### config.mk
export PLATFORM = sky130hd
export DESIGN_NAME = tpx_terminal_flat
export DESIGN_NICKNAME = d
export VERILOG_FILES = /design/src/hw/tpx_pkg.sv /design/src/hw/tpx_link_if.sv /design/src/hw/tpx_terminal.sv /design/src/flat_wrapper.sv
export SDC_FILE = /design/constraint.sdc
export NUM_CORES = 1
export LEC_CHECK = 0
export BUFFER_PORTS_ARGS = -buffer_cell sky130_fd_sc_hd__buf_4
export CORE_UTILIZATION = 51
export CTS_CLUSTER_SIZE = 12
export DETAILED_ROUTE_END_ITERATION = 8
export GPL_ROUTABILITY_DRIVEN = 0
export GPL_TIMING_DRIVEN = 0
export HOLD_SLACK_MARGIN = 0.06
export PLACE_DENSITY = 0.81
export REMOVE_ABC_BUFFERS = 1
export SYNTH_ARGS = -nofsm -noshare
export SYNTH_HDL_FRONTEND = slang
export SYNTH_SLANG_ARGS = --single-unit
### constraint.sdc
create_clock -name clock_i -period 2.6 [get_ports clock_i]
set_input_delay 0.26 -clock clock_i [delete_from_list [all_inputs] [get_ports clock_i]]
set_output_delay 0.26 -clock clock_i [all_outputs]
set_load 0.05 [all_outputs]
### src/hw/tpx_pkg.sv
// Shared constants for the terminal / controller status exchange.
// Assumes a 50 MHz clock and 16-bit controller memory words.
package tpx_pkg;

   localparam int WORD_W = 16;
   localparam int ENTRY_W = 7;
   localparam int STATE_W = 14;

   // Block sizes and word offsets
   localparam int CMD_WORDS = 4;
   localparam int RPT_WORDS = 3;
   localparam logic [15:0] CMD_SCREEN = 16'h0000;
   localparam logic [15:0] CMD_COPY_ENTRY = 16'h0001;
   localparam logic [15:0] CMD_COPY_TYPE = 16'h0002;
   localparam logic [15:0] CMD_CONTROL = 16'h0003;
   localparam logic [15:0] RPT_SCREEN = 16'h0000;
   localparam logic [15:0] RPT_ENTRY = 16'h0001;
   localparam logic [15:0] RPT_STATUS = 16'h0002;

   // Field positions
   localparam int CTRL_BACKLIGHT_BIT = 0;
   localparam int COPY_TYPE_BIT = 0;
   localparam int STAT_SCR_STROBE_BIT = 0;
   localparam int STAT_NUM_STROBE_BIT = 1;
   localparam int STAT_STATE_LSB = 2;

   // Copy types
   localparam logic COPY_STRING = 1'b0;
   localparam logic COPY_NUMERIC = 1'b1;
   localparam int ENTRY_MAX = 127;

   // Display element words polled after each command read
   localparam int ELEM_WORDS = 4;
   localparam logic [1:0] ELEM_LAST = 2'h3;

   // Poll period
   localparam int CLK_MHZ = 50;
   localparam int POLL_TIME_US = 10;
   localparam int POLL_CYCLES = POLL_TIME_US * CLK_MHZ;
   localparam logic [15:0] POLL_LAST = 16'(POLL_CYCLES - 1);

   // Controller memory and register bus
   localparam int MEM_DEPTH = 256;
   localparam int MEM_AW = 8;
   localparam logic [1:0] RESP_OKAY = 2'h0;
   localparam logic [1:0] RESP_DECERR = 2'h3;

   localparam logic [15:0] WORD_ZERO = 16'h0000;

   function automatic logic [15:0] word_addr(input logic [15:0] base,
                                             input logic [15:0] off);
      word_addr = base + off;
   endfunction

endpackage

### src/hw/tpx_link_if.sv
// Word link between the operator terminal and controller memory.
// The terminal issues word requests; the controller answers each one.
`timescale 1ns/1ps
`default_nettype none
interface tpx_link_if;
   logic req_valid;
   logic req_write;
   logic [15:0] req_addr;
   logic [15:0] req_wdata;
   logic req_ready;
   logic rsp_valid;
   logic [15:0] rsp_rdata;

   modport terminal (
      output req_valid, req_write, req_addr, req_wdata,
      input req_ready, rsp_valid, rsp_rdata
   );
   modport controller (
      input req_valid, req_write, req_addr, req_wdata,
      output req_ready, rsp_valid, rsp_rdata
   );
endinterface
`default_nettype wire

### src/hw/tpx_terminal.sv
// Operator terminal end of the controller status exchange.
// Assumes the link answers every request with one rsp_valid pulse.
//
// Local design decisions: register access over AXI4-Lite and the address map.
`timescale 1ns/1ps
`default_nettype none
module tpx_terminal (
   input wire logic clock_i,
   input wire logic reset_n_i,
   tpx_link_if.terminal link,
   input wire logic [15:0] cmd_base_i,
   input wire logic [15:0] rpt_base_i,
   input wire logic [15:0] elem_base_i,
   input wire logic [15:0] num_base_i,
   input wire logic [15:0] str_base_i,
   input wire logic [15:0] key_addr_i,
   input wire logic [13:0] state_bits_i,
   input wire logic num_key_valid_i,
   input wire logic [6:0] num_key_entry_i,
   input wire logic [15:0] num_key_value_i,
   output logic num_key_ready_o,
   input wire logic str_edit_valid_i,
   input wire logic [6:0] str_edit_entry_i,
   input wire logic [15:0] str_edit_value_i,
   output logic str_edit_ready_o,
   input wire logic sys_key_valid_i,
   input wire logic [15:0] sys_key_code_i,
   output logic sys_key_ready_o,
   output logic [15:0] screen_o,
   output logic screen_change_o,
   output logic backlight_o,
   output logic copy_start_o,
   output logic copy_type_o,
   output logic [6:0] copy_entry_o,
   output logic elem_update_o,
   output logic [1:0] elem_index_o,
   output logic [15:0] elem_data_o
);
   typedef enum logic [3:0] {
      ST_IDLE = 4'b0001,
      ST_REQ = 4'b0010,
      ST_WAIT = 4'b0100,
      ST_APPLY = 4'b1000
   } tpx_state_t;

   typedef enum logic [2:0] {
      OP_CMD, OP_ELEM, OP_NUMW, OP_STRW, OP_KEYW, OP_RPT0, OP_RPT1, OP_RPT2
   } tpx_op_t;

   tpx_state_t state_q;
   tpx_op_t op_q, sel_op;
   logic [1:0] idx_q;
   logic [15:0] addr_q, wdata_q, sel_addr, sel_wdata, poll_cnt_q;
   logic write_q, sel_go, ack, poll_due;
   logic [15:0] cmd_q [tpx_pkg::CMD_WORDS];
   logic [15:0] copy_entry_prev_q, copy_type_prev_q;
   logic num_pend_q, str_pend_q, key_pend_q;
   logic rpt0_pend_q, rpt1_pend_q, stat_pend_q;
   logic [6:0] num_entry_q, str_entry_q, rpt_entry_q;
   logic [15:0] num_val_q, str_val_q, key_code_q;
   logic [1:0] strobe_q, sent_q;
   logic [13:0] state_last_q;
   logic scr_new, state_change;

   assign link.req_valid = (state_q == ST_REQ);
   assign link.req_write = write_q;
   assign link.req_addr = addr_q;
   assign link.req_wdata = wdata_q;
   assign ack = (state_q == ST_WAIT) && link.rsp_valid;
   assign poll_due = (poll_cnt_q == tpx_pkg::POLL_LAST);
   assign num_key_ready_o = !num_pend_q && !rpt1_pend_q;
   assign str_edit_ready_o = !str_pend_q;
   assign sys_key_ready_o = !key_pend_q;
   assign scr_new = (state_q == ST_APPLY) && (cmd_q[0] != screen_o);
   assign state_change = (state_bits_i != state_last_q);

   ////////////////////////////////////////////////////////////////////////
   // Next link operation, highest priority first

   always_comb begin
      sel_go = 1'b1;
      sel_op = OP_CMD;
      sel_addr = tpx_pkg::word_addr(cmd_base_i, tpx_pkg::CMD_SCREEN);
      sel_wdata = tpx_pkg::WORD_ZERO;
      if (num_pend_q && !rpt1_pend_q) begin
         sel_op = OP_NUMW;
         sel_addr = tpx_pkg::word_addr(num_base_i, {9'h000, num_entry_q});
         sel_wdata = num_val_q;
      end else if (rpt0_pend_q) begin
         sel_op = OP_RPT0;
         sel_addr = tpx_pkg::word_addr(rpt_base_i, tpx_pkg::RPT_SCREEN);
         sel_wdata = screen_o;
      end else if (rpt1_pend_q) begin
         sel_op = OP_RPT1;
         sel_addr = tpx_pkg::word_addr(rpt_base_i, tpx_pkg::RPT_ENTRY);
         sel_wdata = {9'h000, rpt_entry_q};
      end else if (stat_pend_q) begin
         sel_op = OP_RPT2;
         sel_addr = tpx_pkg::word_addr(rpt_base_i, tpx_pkg::RPT_STATUS);
         sel_wdata = {state_bits_i, strobe_q};
      end else if (str_pend_q) begin
         sel_op = OP_STRW;
         sel_addr = tpx_pkg::word_addr(str_base_i, {9'h000, str_entry_q});
         sel_wdata = str_val_q;
      end else if (key_pend_q) begin
         sel_op = OP_KEYW;
         sel_addr = key_addr_i;
         sel_wdata = key_code_q;
      end else if (!poll_due) begin
         sel_go = 1'b0;
      end
   end

   ////////////////////////////////////////////////////////////////////////
   // Link sequencer

   always_ff @(posedge clock_i or negedge reset_n_i) begin
      if (!reset_n_i) begin
         state_q <= ST_IDLE;
         op_q <= OP_CMD;
         idx_q <= 2'h0;
         addr_q <= tpx_pkg::WORD_ZERO;
         wdata_q <= tpx_pkg::WORD_ZERO;
         write_q <= 1'b0;
         poll_cnt_q <= tpx_pkg::WORD_ZERO;
      end else begin
         if (!poll_due) begin
            poll_cnt_q <= poll_cnt_q + 16'h0001;
         end
         case (state_q)
            ST_IDLE: begin
               if (sel_go) begin
                  op_q <= sel_op;
                  idx_q <= 2'h0;
                  addr_q <= sel_addr;
                  wdata_q <= sel_wdata;
                  write_q <= (sel_op != OP_CMD);
                  state_q <= ST_REQ;
                  if (sel_op == OP_CMD) begin
                     poll_cnt_q <= tpx_pkg::WORD_ZERO;
                  end
               end
            end
            ST_REQ: begin
               if (link.req_ready) begin
                  state_q <= ST_WAIT;
               end
            end
            ST_WAIT: begin
               if (ack) begin
                  state_q <= ST_IDLE;
                  if (op_q == OP_CMD || op_q == OP_ELEM) begin
                     idx_q <= idx_q + 2'h1;
                     addr_q <= addr_q + 16'h0001;
                     state_q <= ST_REQ;
                     if (idx_q == tpx_pkg::ELEM_LAST) begin
                        state_q <= (op_q == OP_CMD) ? ST_APPLY : ST_IDLE;
                     end
                  end
               end
            end
            ST_APPLY: begin
               op_q <= OP_ELEM;
               idx_q <= 2'h0;
               addr_q <= elem_base_i;
               state_q <= ST_REQ;
            end
            default: state_q <= ST_IDLE;
         endcase
      end
   end

   ////////////////////////////////////////////////////////////////////////
   // Received words and display-side outputs

   always_ff @(posedge clock_i or negedge reset_n_i) begin
      if (!reset_n_i) begin
         for (int i = 0; i < tpx_pkg::CMD_WORDS; i++) begin
            cmd_q[i] <= tpx_pkg::WORD_ZERO;
         end
         copy_entry_prev_q <= tpx_pkg::WORD_ZERO;
         copy_type_prev_q <= tpx_pkg::WORD_ZERO;
         screen_o <= tpx_pkg::WORD_ZERO;
         screen_change_o <= 1'b0;
         backlight_o <= 1'b0;
         copy_start_o <= 1'b0;
         copy_type_o <= tpx_pkg::COPY_STRING;
         copy_entry_o <= 7'h00;
         elem_update_o <= 1'b0;
         elem_index_o <= 2'h0;
         elem_data_o <= tpx_pkg::WORD_ZERO;
      end else begin
         screen_change_o <= 1'b0;
         copy_start_o <= 1'b0;
         elem_update_o <= 1'b0;
         if (ack && op_q == OP_CMD) begin
            cmd_q[idx_q] <= link.rsp_rdata;
         end
         if (ack && op_q == OP_ELEM) begin
            elem_update_o <= 1'b1;
            elem_index_o <= idx_q;
            elem_data_o <= link.rsp_rdata;
         end
         if (state_q == ST_APPLY) begin
            if (scr_new) begin
               screen_o <= cmd_q[0];
               screen_change_o <= 1'b1;
            end
            copy_entry_prev_q <= cmd_q[1];
            copy_type_prev_q <= cmd_q[2];
            if ((cmd_q[1] != copy_entry_prev_q ||
                 cmd_q[2] != copy_type_prev_q) &&
                cmd_q[1] <= 16'(tpx_pkg::ENTRY_MAX)) begin
               copy_start_o <= 1'b1;
               copy_entry_o <= cmd_q[1][6:0];
               copy_type_o <= cmd_q[2][tpx_pkg::COPY_TYPE_BIT];
            end
            backlight_o <= cmd_q[3][tpx_pkg::CTRL_BACKLIGHT_BIT];
         end
      end
   end

   ////////////////////////////////////////////////////////////////////////
   // Pending writes, report flags and strobes

   always_ff @(posedge clock_i or negedge reset_n_i) begin
      if (!reset_n_i) begin
         num_pend_q <= 1'b0;
         str_pend_q <= 1'b0;
         key_pend_q <= 1'b0;
         num_entry_q <= 7'h00;
         str_entry_q <= 7'h00;
         num_val_q <= tpx_pkg::WORD_ZERO;
         str_val_q <= tpx_pkg::WORD_ZERO;
         key_code_q <= tpx_pkg::WORD_ZERO;
      end else begin
         if (ack && op_q == OP_NUMW) num_pend_q <= 1'b0;
         if (ack && op_q == OP_STRW) str_pend_q <= 1'b0;
         if (ack && op_q == OP_KEYW) key_pend_q <= 1'b0;
         if (num_key_valid_i && num_key_ready_o) begin
            num_pend_q <= 1'b1;
            num_entry_q <= num_key_entry_i;
            num_val_q <= num_key_value_i;
         end
         if (str_edit_valid_i && str_edit_ready_o) begin
            str_pend_q <= 1'b1;
            str_entry_q <= str_edit_entry_i;
            str_val_q <= str_edit_value_i;
         end
         if (sys_key_valid_i && sys_key_ready_o) begin
            key_pend_q <= 1'b1;
            key_code_q <= sys_key_code_i;
         end
      end
   end

   always_ff @(posedge clock_i or negedge reset_n_i) begin
      if (!reset_n_i) begin
         rpt0_pend_q <= 1'b0;
         rpt1_pend_q <= 1'b0;
         stat_pend_q <= 1'b0;
         rpt_entry_q <= 7'h00;
         strobe_q <= 2'h0;
         sent_q <= 2'h0;
         state_last_q <= 14'h0000;
      end else begin
         if (state_q == ST_IDLE && sel_go && sel_op == OP_RPT2) begin
            sent_q <= strobe_q;
            state_last_q <= state_bits_i;
         end
         if (ack && op_q == OP_RPT0) begin
            rpt0_pend_q <= 1'b0;
            strobe_q[tpx_pkg::STAT_SCR_STROBE_BIT] <= 1'b1;
         end
         if (ack && op_q == OP_RPT1) begin
            rpt1_pend_q <= 1'b0;
            strobe_q[tpx_pkg::STAT_NUM_STROBE_BIT] <= 1'b1;
         end
         if (ack && op_q == OP_RPT2) begin
            strobe_q <= strobe_q & ~sent_q;
            stat_pend_q <= |sent_q;
         end
         if (ack && (op_q == OP_RPT0 || op_q == OP_RPT1)) begin
            stat_pend_q <= 1'b1;
         end
         if (state_change) begin
            stat_pend_q <= 1'b1;
         end
         if (ack && op_q == OP_NUMW) begin
            rpt1_pend_q <= 1'b1;
            rpt_entry_q <= num_entry_q;
         end
         if (scr_new) begin
            rpt0_pend_q <= 1'b1;
         end
      end
   end

endmodule
`default_nettype wire

### src/flat_wrapper.sv
// flat-port wrapper written by rule: the top's interface ports become plain ports
module tpx_terminal_flat 
  (clock_i, reset_n_i, cmd_base_i, rpt_base_i, elem_base_i, num_base_i, str_base_i, key_addr_i, state_bits_i, num_key_valid_i, num_key_entry_i, num_key_value_i, num_key_ready_o, str_edit_valid_i, str_edit_entry_i, str_edit_value_i, str_edit_ready_o, sys_key_valid_i, sys_key_code_i, sys_key_ready_o, screen_o, screen_change_o, backlight_o, copy_start_o, copy_type_o, copy_entry_o, elem_update_o, elem_index_o, elem_data_o, link_req_valid, link_req_write, link_req_addr, link_req_wdata, link_req_ready, link_rsp_valid, link_rsp_rdata);
  tpx_link_if link_i ();
  input wire logic clock_i;
  input wire logic reset_n_i;
  input wire logic [15:0] cmd_base_i;
  input wire logic [15:0] rpt_base_i;
  input wire logic [15:0] elem_base_i;
  input wire logic [15:0] num_base_i;
  input wire logic [15:0] str_base_i;
  input wire logic [15:0] key_addr_i;
  input wire logic [13:0] state_bits_i;
  input wire logic num_key_valid_i;
  input wire logic [6:0] num_key_entry_i;
  input wire logic [15:0] num_key_value_i;
  output logic num_key_ready_o;
  input wire logic str_edit_valid_i;
  input wire logic [6:0] str_edit_entry_i;
  input wire logic [15:0] str_edit_value_i;
  output logic str_edit_ready_o;
  input wire logic sys_key_valid_i;
  input wire logic [15:0] sys_key_code_i;
  output logic sys_key_ready_o;
  output logic [15:0] screen_o;
  output logic screen_change_o;
  output logic backlight_o;
  output logic copy_start_o;
  output logic copy_type_o;
  output logic [6:0] copy_entry_o;
  output logic elem_update_o;
  output logic [1:0] elem_index_o;
  output logic [15:0] elem_data_o;
  output wire logic [$bits(link_i.req_valid)-1:0] link_req_valid;
  output wire logic [$bits(link_i.req_write)-1:0] link_req_write;
  output wire logic [$bits(link_i.req_addr)-1:0] link_req_addr;
  output wire logic [$bits(link_i.req_wdata)-1:0] link_req_wdata;
  input wire logic [$bits(link_i.req_ready)-1:0] link_req_ready;
  input wire logic [$bits(link_i.rsp_valid)-1:0] link_rsp_valid;
  input wire logic [$bits(link_i.rsp_rdata)-1:0] link_rsp_rdata;
  assign link_req_valid = link_i.req_valid;
  assign link_req_write = link_i.req_write;
  assign link_req_addr = link_i.req_addr;
  assign link_req_wdata = link_i.req_wdata;
  assign link_i.req_ready = link_req_ready;
  assign link_i.rsp_valid = link_rsp_valid;
  assign link_i.rsp_rdata = link_rsp_rdata;
  tpx_terminal u_core (.clock_i(clock_i), .reset_n_i(reset_n_i), .link(link_i), .cmd_base_i(cmd_base_i), .rpt_base_i(rpt_base_i), .elem_base_i(elem_base_i), .num_base_i(num_base_i), .str_base_i(str_base_i), .key_addr_i(key_addr_i), .state_bits_i(state_bits_i), .num_key_valid_i(num_key_valid_i), .num_key_entry_i(num_key_entry_i), .num_key_value_i(num_key_value_i), .num_key_ready_o(num_key_ready_o), .str_edit_valid_i(str_edit_valid_i), .str_edit_entry_i(str_edit_entry_i), .str_edit_value_i(str_edit_value_i), .str_edit_ready_o(str_edit_ready_o), .sys_key_valid_i(sys_key_valid_i), .sys_key_code_i(sys_key_code_i), .sys_key_ready_o(sys_key_ready_o), .screen_o(screen_o), .screen_change_o(screen_change_o), .backlight_o(backlight_o), .copy_start_o(copy_start_o), .copy_type_o(copy_type_o), .copy_entry_o(copy_entry_o), .elem_update_o(elem_update_o), .elem_index_o(elem_index_o), .elem_data_o(elem_data_o));
endmodule
## Yosys cells after proc, flatten, opt, wreduce, memory -nomap -nowiden

Cells that the tools add are included.

- Reduce and logical (&&, ||, !) cells: 47
- Eq/ne operators: 22
- Magnitude comparators: 3
- $add $sub $neg: 7
- Bitwise logic cells: 3
- Multiplexer cells: 70

Operators by type and width:

| operator | count |
|---|---|
| $mux 16 | 20 |
| $bwmux 64 | 1 |
| $add 16x1->16 const B | 3 |
| $ne 16x16->1 | 3 |
| $pmux 16 s3 | 1 |
| $add 16x7->16 | 2 |
| $demux 16 s2 | 1 |
| $mux 1 | 27 |
| $mux 4 | 6 |
| $mux 3 | 7 |
| $logic_and 1x1->1 | 20 |
| $add 16x2->16 const B | 1 |
| $eq 16x9->1 const B | 1 |
| $le 16x7->1 const B | 1 |
| $pmux 4 s4 | 1 |
| $reduce_bool 2->1 | 8 |
| $eq 3x3->1 const B | 5 |
| $ne 14x14->1 | 1 |
| $reduce_bool 3->1 | 3 |
| $mux 2 | 4 |
| $reduce_and 2->1 | 4 |
| $eq 3x2->1 const B | 2 |
| $logic_not 3->1 | 2 |
| $ne 2x1->1 const B | 3 |
| 20 further kinds | 25 |

- Register bits: 293
- Word-level logic and storage cells: 190
- Input port bits: 195
- Output and inout port bits: 83

## Longest topological paths before layout

- Word-level depth: 10
- Gate-level depth with buffers: 10
- Gate-level depth less buffers: 10

## Worst setup path before layout

No wires, ideal clock.

- Kind: reg-to-reg
- From: reg u_core.num_pend_q
- To: reg u_core.num_entry_q[4]
- Data arrival time: 2,549 ps
- Clock period less this slack: 2,674 ps
- Data required time: 2,475 ps
- Setup slack: -74 ps
- Path buffers: 3
- Cell stages (with the launch flop): 7
- Setup time: 125 ps
- Cell sequence: dfrtp_1 clkbuf_1 nor2_1 and2_1 clkbuf_1 buf_1 mux2_2

- Cells in the longest elaborated chain, start to end: 3

Ends and longest elaborated chain:

| element | RTL line | source |
|---|---|---|
| start: declaration | tpx_terminal.sv:57 | `logic num_pend_q, str_pend_q, key_pend_q;` |
| start signal: assignment | tpx_terminal.sv:228 | `num_pend_q <= 1'b0;` |
| start signal: assignment | tpx_terminal.sv:237 | `if (ack && op_q == OP_NUMW) num_pend_q <= 1'b0;` |
| start signal: assignment | tpx_terminal.sv:241 | `num_pend_q <= 1'b1;` |
| $logic_not 1->1 | tpx_terminal.sv:71 | `assign num_key_ready_o = !num_pend_q && !rpt1_pend_q;` |
| $logic_and 1x1->1 | tpx_terminal.sv:71 |  |
| named net num_key_ready_o | flat_wrapper.sv:17 | `output logic num_key_ready_o;` |
| $logic_and 1x1->1 | tpx_terminal.sv:240 | `if (num_key_valid_i && num_key_ready_o) begin` |
| end signal: assignment | tpx_terminal.sv:242 | `num_entry_q <= num_key_entry_i;` |
| end: declaration | tpx_terminal.sv:59 | `logic [6:0] num_entry_q, str_entry_q, rpt_entry_q;` |

The timed path passes the listed nets, and every way through them passes these cells.
A chain may end at the register's enable or synchronous reset.

## Final worst setup path

- From: reg u_core.str_entry_q[0]
- To: reg u_core.addr_q[4], in the netlist u_core.link.req_addr[4]

- Cells in the longest elaborated chain, start to end: 8

Ends and longest elaborated chain:

| element | RTL line | source |
|---|---|---|
| start: declaration | tpx_terminal.sv:59 |  |
| start signal: assignment | tpx_terminal.sv:247 | `str_entry_q <= str_edit_entry_i;` |
| $add 16x7->16 | tpx_pkg.sv:52 | `word_addr = base + off;` |
| $mux 16 | tpx_terminal.sv:101 | `end else if (str_pend_q) begin` |
| $mux 16 | tpx_terminal.sv:97 | `end else if (stat_pend_q) begin` |
| $mux 16 | tpx_terminal.sv:93 | `end else if (rpt1_pend_q) begin` |
| $mux 16 | tpx_terminal.sv:89 | `end else if (rpt0_pend_q) begin` |
| $mux 16 | tpx_terminal.sv:85 | `if (num_pend_q && !rpt1_pend_q) begin` |
| $mux 16 | tpx_terminal.sv:132 | `if (sel_go) begin` |
| $pmux 16 s3 | tpx_terminal.sv:130 | `case (state_q)` |
| end signal: assignment | tpx_terminal.sv:122 | `addr_q <= tpx_pkg::WORD_ZERO;` |
| end signal: assignment | tpx_terminal.sv:135 | `addr_q <= sel_addr;` |
| end signal: assignment | tpx_terminal.sv:154 | `addr_q <= addr_q + 16'h0001;` |
| end: declaration | tpx_terminal.sv:53 | `logic [15:0] addr_q, wdata_q, sel_addr, sel_wdata, poll_cnt_q;` |

Every way passes these cells. The select of a mux whose other input is x is not followed.

==> flow_summary.ini <==
[route]
dr.pass1.iters = 6
ant_nets = 0
routed_wl_um = 47100
drtIter0Drc = 1161
drc_errors = 0
vias = 13500
wire_per_inst_um = 21.1
via_per_inst = 6.03

[power_and_ir_drop]
clkPwrFrac = 0.242
switching_share = 0.393
p_leak_nw = 9.31
power_density_nw_per_um2 = 917
p_total_mw = 18.2
pwr-share-comb = 0.400
p_seq_frac = 0.358
p_int_mw = 11.0
p_sw_mw = 7.14
ir_worst_vdd_uv = 657

[clocking]
cts.clk_slew.worst_paths_ns = 0.06
cts_made_buffers = 30
root_buffer = clkbuf_16
cts_tree = yes
cts_max_path_buffers = 3
clkLatencyLatePin_ns = 0.56
clkSinkCount = 278
htree_levels = 1

[timing]
holdWs_ns = 0.0756
max_freq_ghz = 0.372
fin_crit_ns = 2.69
worst_slew_pin_slew_ns = 0.930
clock_skew_ns = 0.0198
fin_ws_ns = -0.0917
slew_headroom = 0.378
finalCritPeriodShare = 1.04
final-hold-violation-count = 0
setup_viol = 19
slew_viol_final = 0
grt_setup_unrepaired = true

[logic_synthesis]
ys_warn_count = 0
async_reset_ff_frac = 1.00
synth_area_leaders = dfrtp_1 (47%), mux2_2 (11%), nand2_1 (5.9%), xnor2_1 (4.4%), xor2_1 (2.5%)
yosys.area.top_type_share = 0.465
ys.flop_type = dfrtp_1
synth.avg_cell_area_um2 = 10.1
synth_edf_count = 0
yosysSeqAreaShare = 0.467
synthMostInstantiatedCell = dfrtp_1
synth_top_cells_by_count = dfrtp_1 (277), nand2_1 (233), mux2_2 (150), nor2_1 (93), xnor2_1 (75)
synth.largest_area_cell = dfrtp_1
netlist_instances = 1468
ys_ff_latch = 278
syn-cell-area_um2 = 14900
yosysUniqueCellTypes = 82

[job]
cap_violations = 0

[grt]
antenna_found_initial = 1
grt_pass1_wl_um = 73800
grt_pass1_vias = 13500
grt_max_degree = 122
grt_usage = 0.310
globalRoute.totalOverflow = 0

[finish]
area_growth_pct = 33.1
drive_above_1_share = 0.316
fin_area_um2 = 19800
num-nets-final = 2051

[setup_path]
worstSetupPathType = flop to flop
r2r_end = u_core.link.req_addr[4]
cp-startpoint = u_core.str_entry_q[0]
r2r-start = u_core.str_entry_q[0]
r2r_slack_ns = -0.09
critPathLaunchType = flop
required_ns = 3.03
crit_fanout = 3
r2r_cells = 9
crit_path_end_kind = flop
worstPathArrival_ns = 3.13
endpoint = u_core.link.req_addr[4]

[floorplanning]
die_area_um2 = 29900
dieHeight_um = 173
start_util = 0.519
die_w_um = 173
rows = 62
core-area_um2 = 28700
pin_count = 278

[placement]
place_area_um2 = 17300
io_buffers = 277
dp_hpwl_um = 30800

[outcome]
run_status = finished with violations
violations = negative setup slack

[hold_path]
hold_path.class = input pin to flop
[flip-flops by register name, summed over array words and instances, names as in the netlist, 3 cells and up]
name,count
u_core.link.req_addr,16
u_core.state_last_q,14
u_core.str_entry_q,7
u_core.poll_cnt_q,16
u_core.copy_entry_o,7
u_core.link.req_wdata,16
u_core.op_q,3
u_core.key_code_q,16
u_core.rpt_entry_q,7
u_core.str_val_q,16
u_core.copy_entry_prev_q,16
u_core.num_entry_q,7
u_core.cmd_q,49
u_core.elem_data_o,16
u_core.state_q,4
u_core.num_val_q,16
u_core.copy_type_prev_q,16
u_core.screen_o,16
[worst max-delay path, stage by stage (launching register included)]
cell and delay [ns]:
dfrtp_1 0.41, ha_4 0.19, fa_2 0.37, a21o_1 0.20
a21oi_2 0.15, xor2_1 0.21, a21oi_1 0.12, or4_4 0.46
a222oi_1 0.34, a21oi_1 0.12
[power groups by stage]
stage | sequential [mW] | clock [mW] | combinational, mW
floorplan | 6.99 | 0 | 3.46
global placement | 6.40 | 0 | 6.05
detailed placement | 6.48 | 0 | 6.26
CTS | 6.41 | 4.41 | 6.74
global route | 6.60 | 4.64 | 7.71
finish | 6.51 | 4.39 | 7.26
[cells in the final DEF (no fill, tap or decap), drive strengths merged, types with 42 or more instances in the layout]
master,n
buf,303
nand2,239
xnor2,75
dlygate4sd3,102
xor2,42
clkbuf,45
mux2,163
nor2,94
a21oi,58
dfrtp,277
o21ai,69
[logic make-up (layout without fill, tap and decap cells)]
kind of cell,after synthesis,in the layout,synth area share
simple gates,486,487,0.152
fa+ha+maj,24,24,0.0212
flops,278,278,0.467
buf+inv,95,478,0.0265
xor+xnor,117,117,0.0688
other cells,0,1,0
mux,179,179,0.137
compound gates,289,289,0.128
[through the flow]
step	setup WS, ns	utilization	TNS, ns	instances
finish	-0.0917	0.690	-0.990	2237
global route	-0.179	0.690	-2.63	2237
CTS	-0.00885	0.682	-0.00885	2226
detailed placement	-1.72	0.602	-98.00	2061
global placement	-4.61	0.597	-625.09	2054
floorplan	-1.69	-	-102.27	1393
[repair_timing]
action,CTS,global route
hold buffers,102,0
gates cloned,2,0
gates resized for setup,49,31
pin swaps,10,10
hold endpoints to repair,208,0
setup endpoints to repair,190,132
setup buffers,9,10
[worst min-delay path by stage]
stage	from	endpoint	slack, ns	cells after the start
after global placement	u_core.cmd_q[0]	u_core.backlight_o	0.45	2
after CTS	elem_base_i[6]	u_core.link.req_addr[6]	0.06	4
after global routing	rpt_base_i[15]	u_core.link.req_addr[15]	0.07	3
after floorplan	reset_n_i	u_core.backlight_o	-0.04	0
after detailed placement	reset_n_i	u_core.copy_entry_o[3]	0.22	1
final	elem_base_i[6]	u_core.link.req_addr[6]	0.08	4
[layer usage]
metal | GRT usage | wire length, µm
met1 | 0.401 | 18600
met2 | 0.513 | 22400
met3 | 0.0486 | 3720
met4 | 0.143 | 2380
met5 | 0 | 0
[final cells by class]
class                      instances  area [µm²]
multi-input combinational       1096        7840
fill                            2080        8890
clock inverter                     7         124
timing repair buffer             405        3420
timing repair inverter             1        5.00
inverter                          20        82.6
antenna                            1        2.50
tap                              384         480
sequential                       278        6980
clock buffer                      45         887
(Power assumes the default switching activity.)
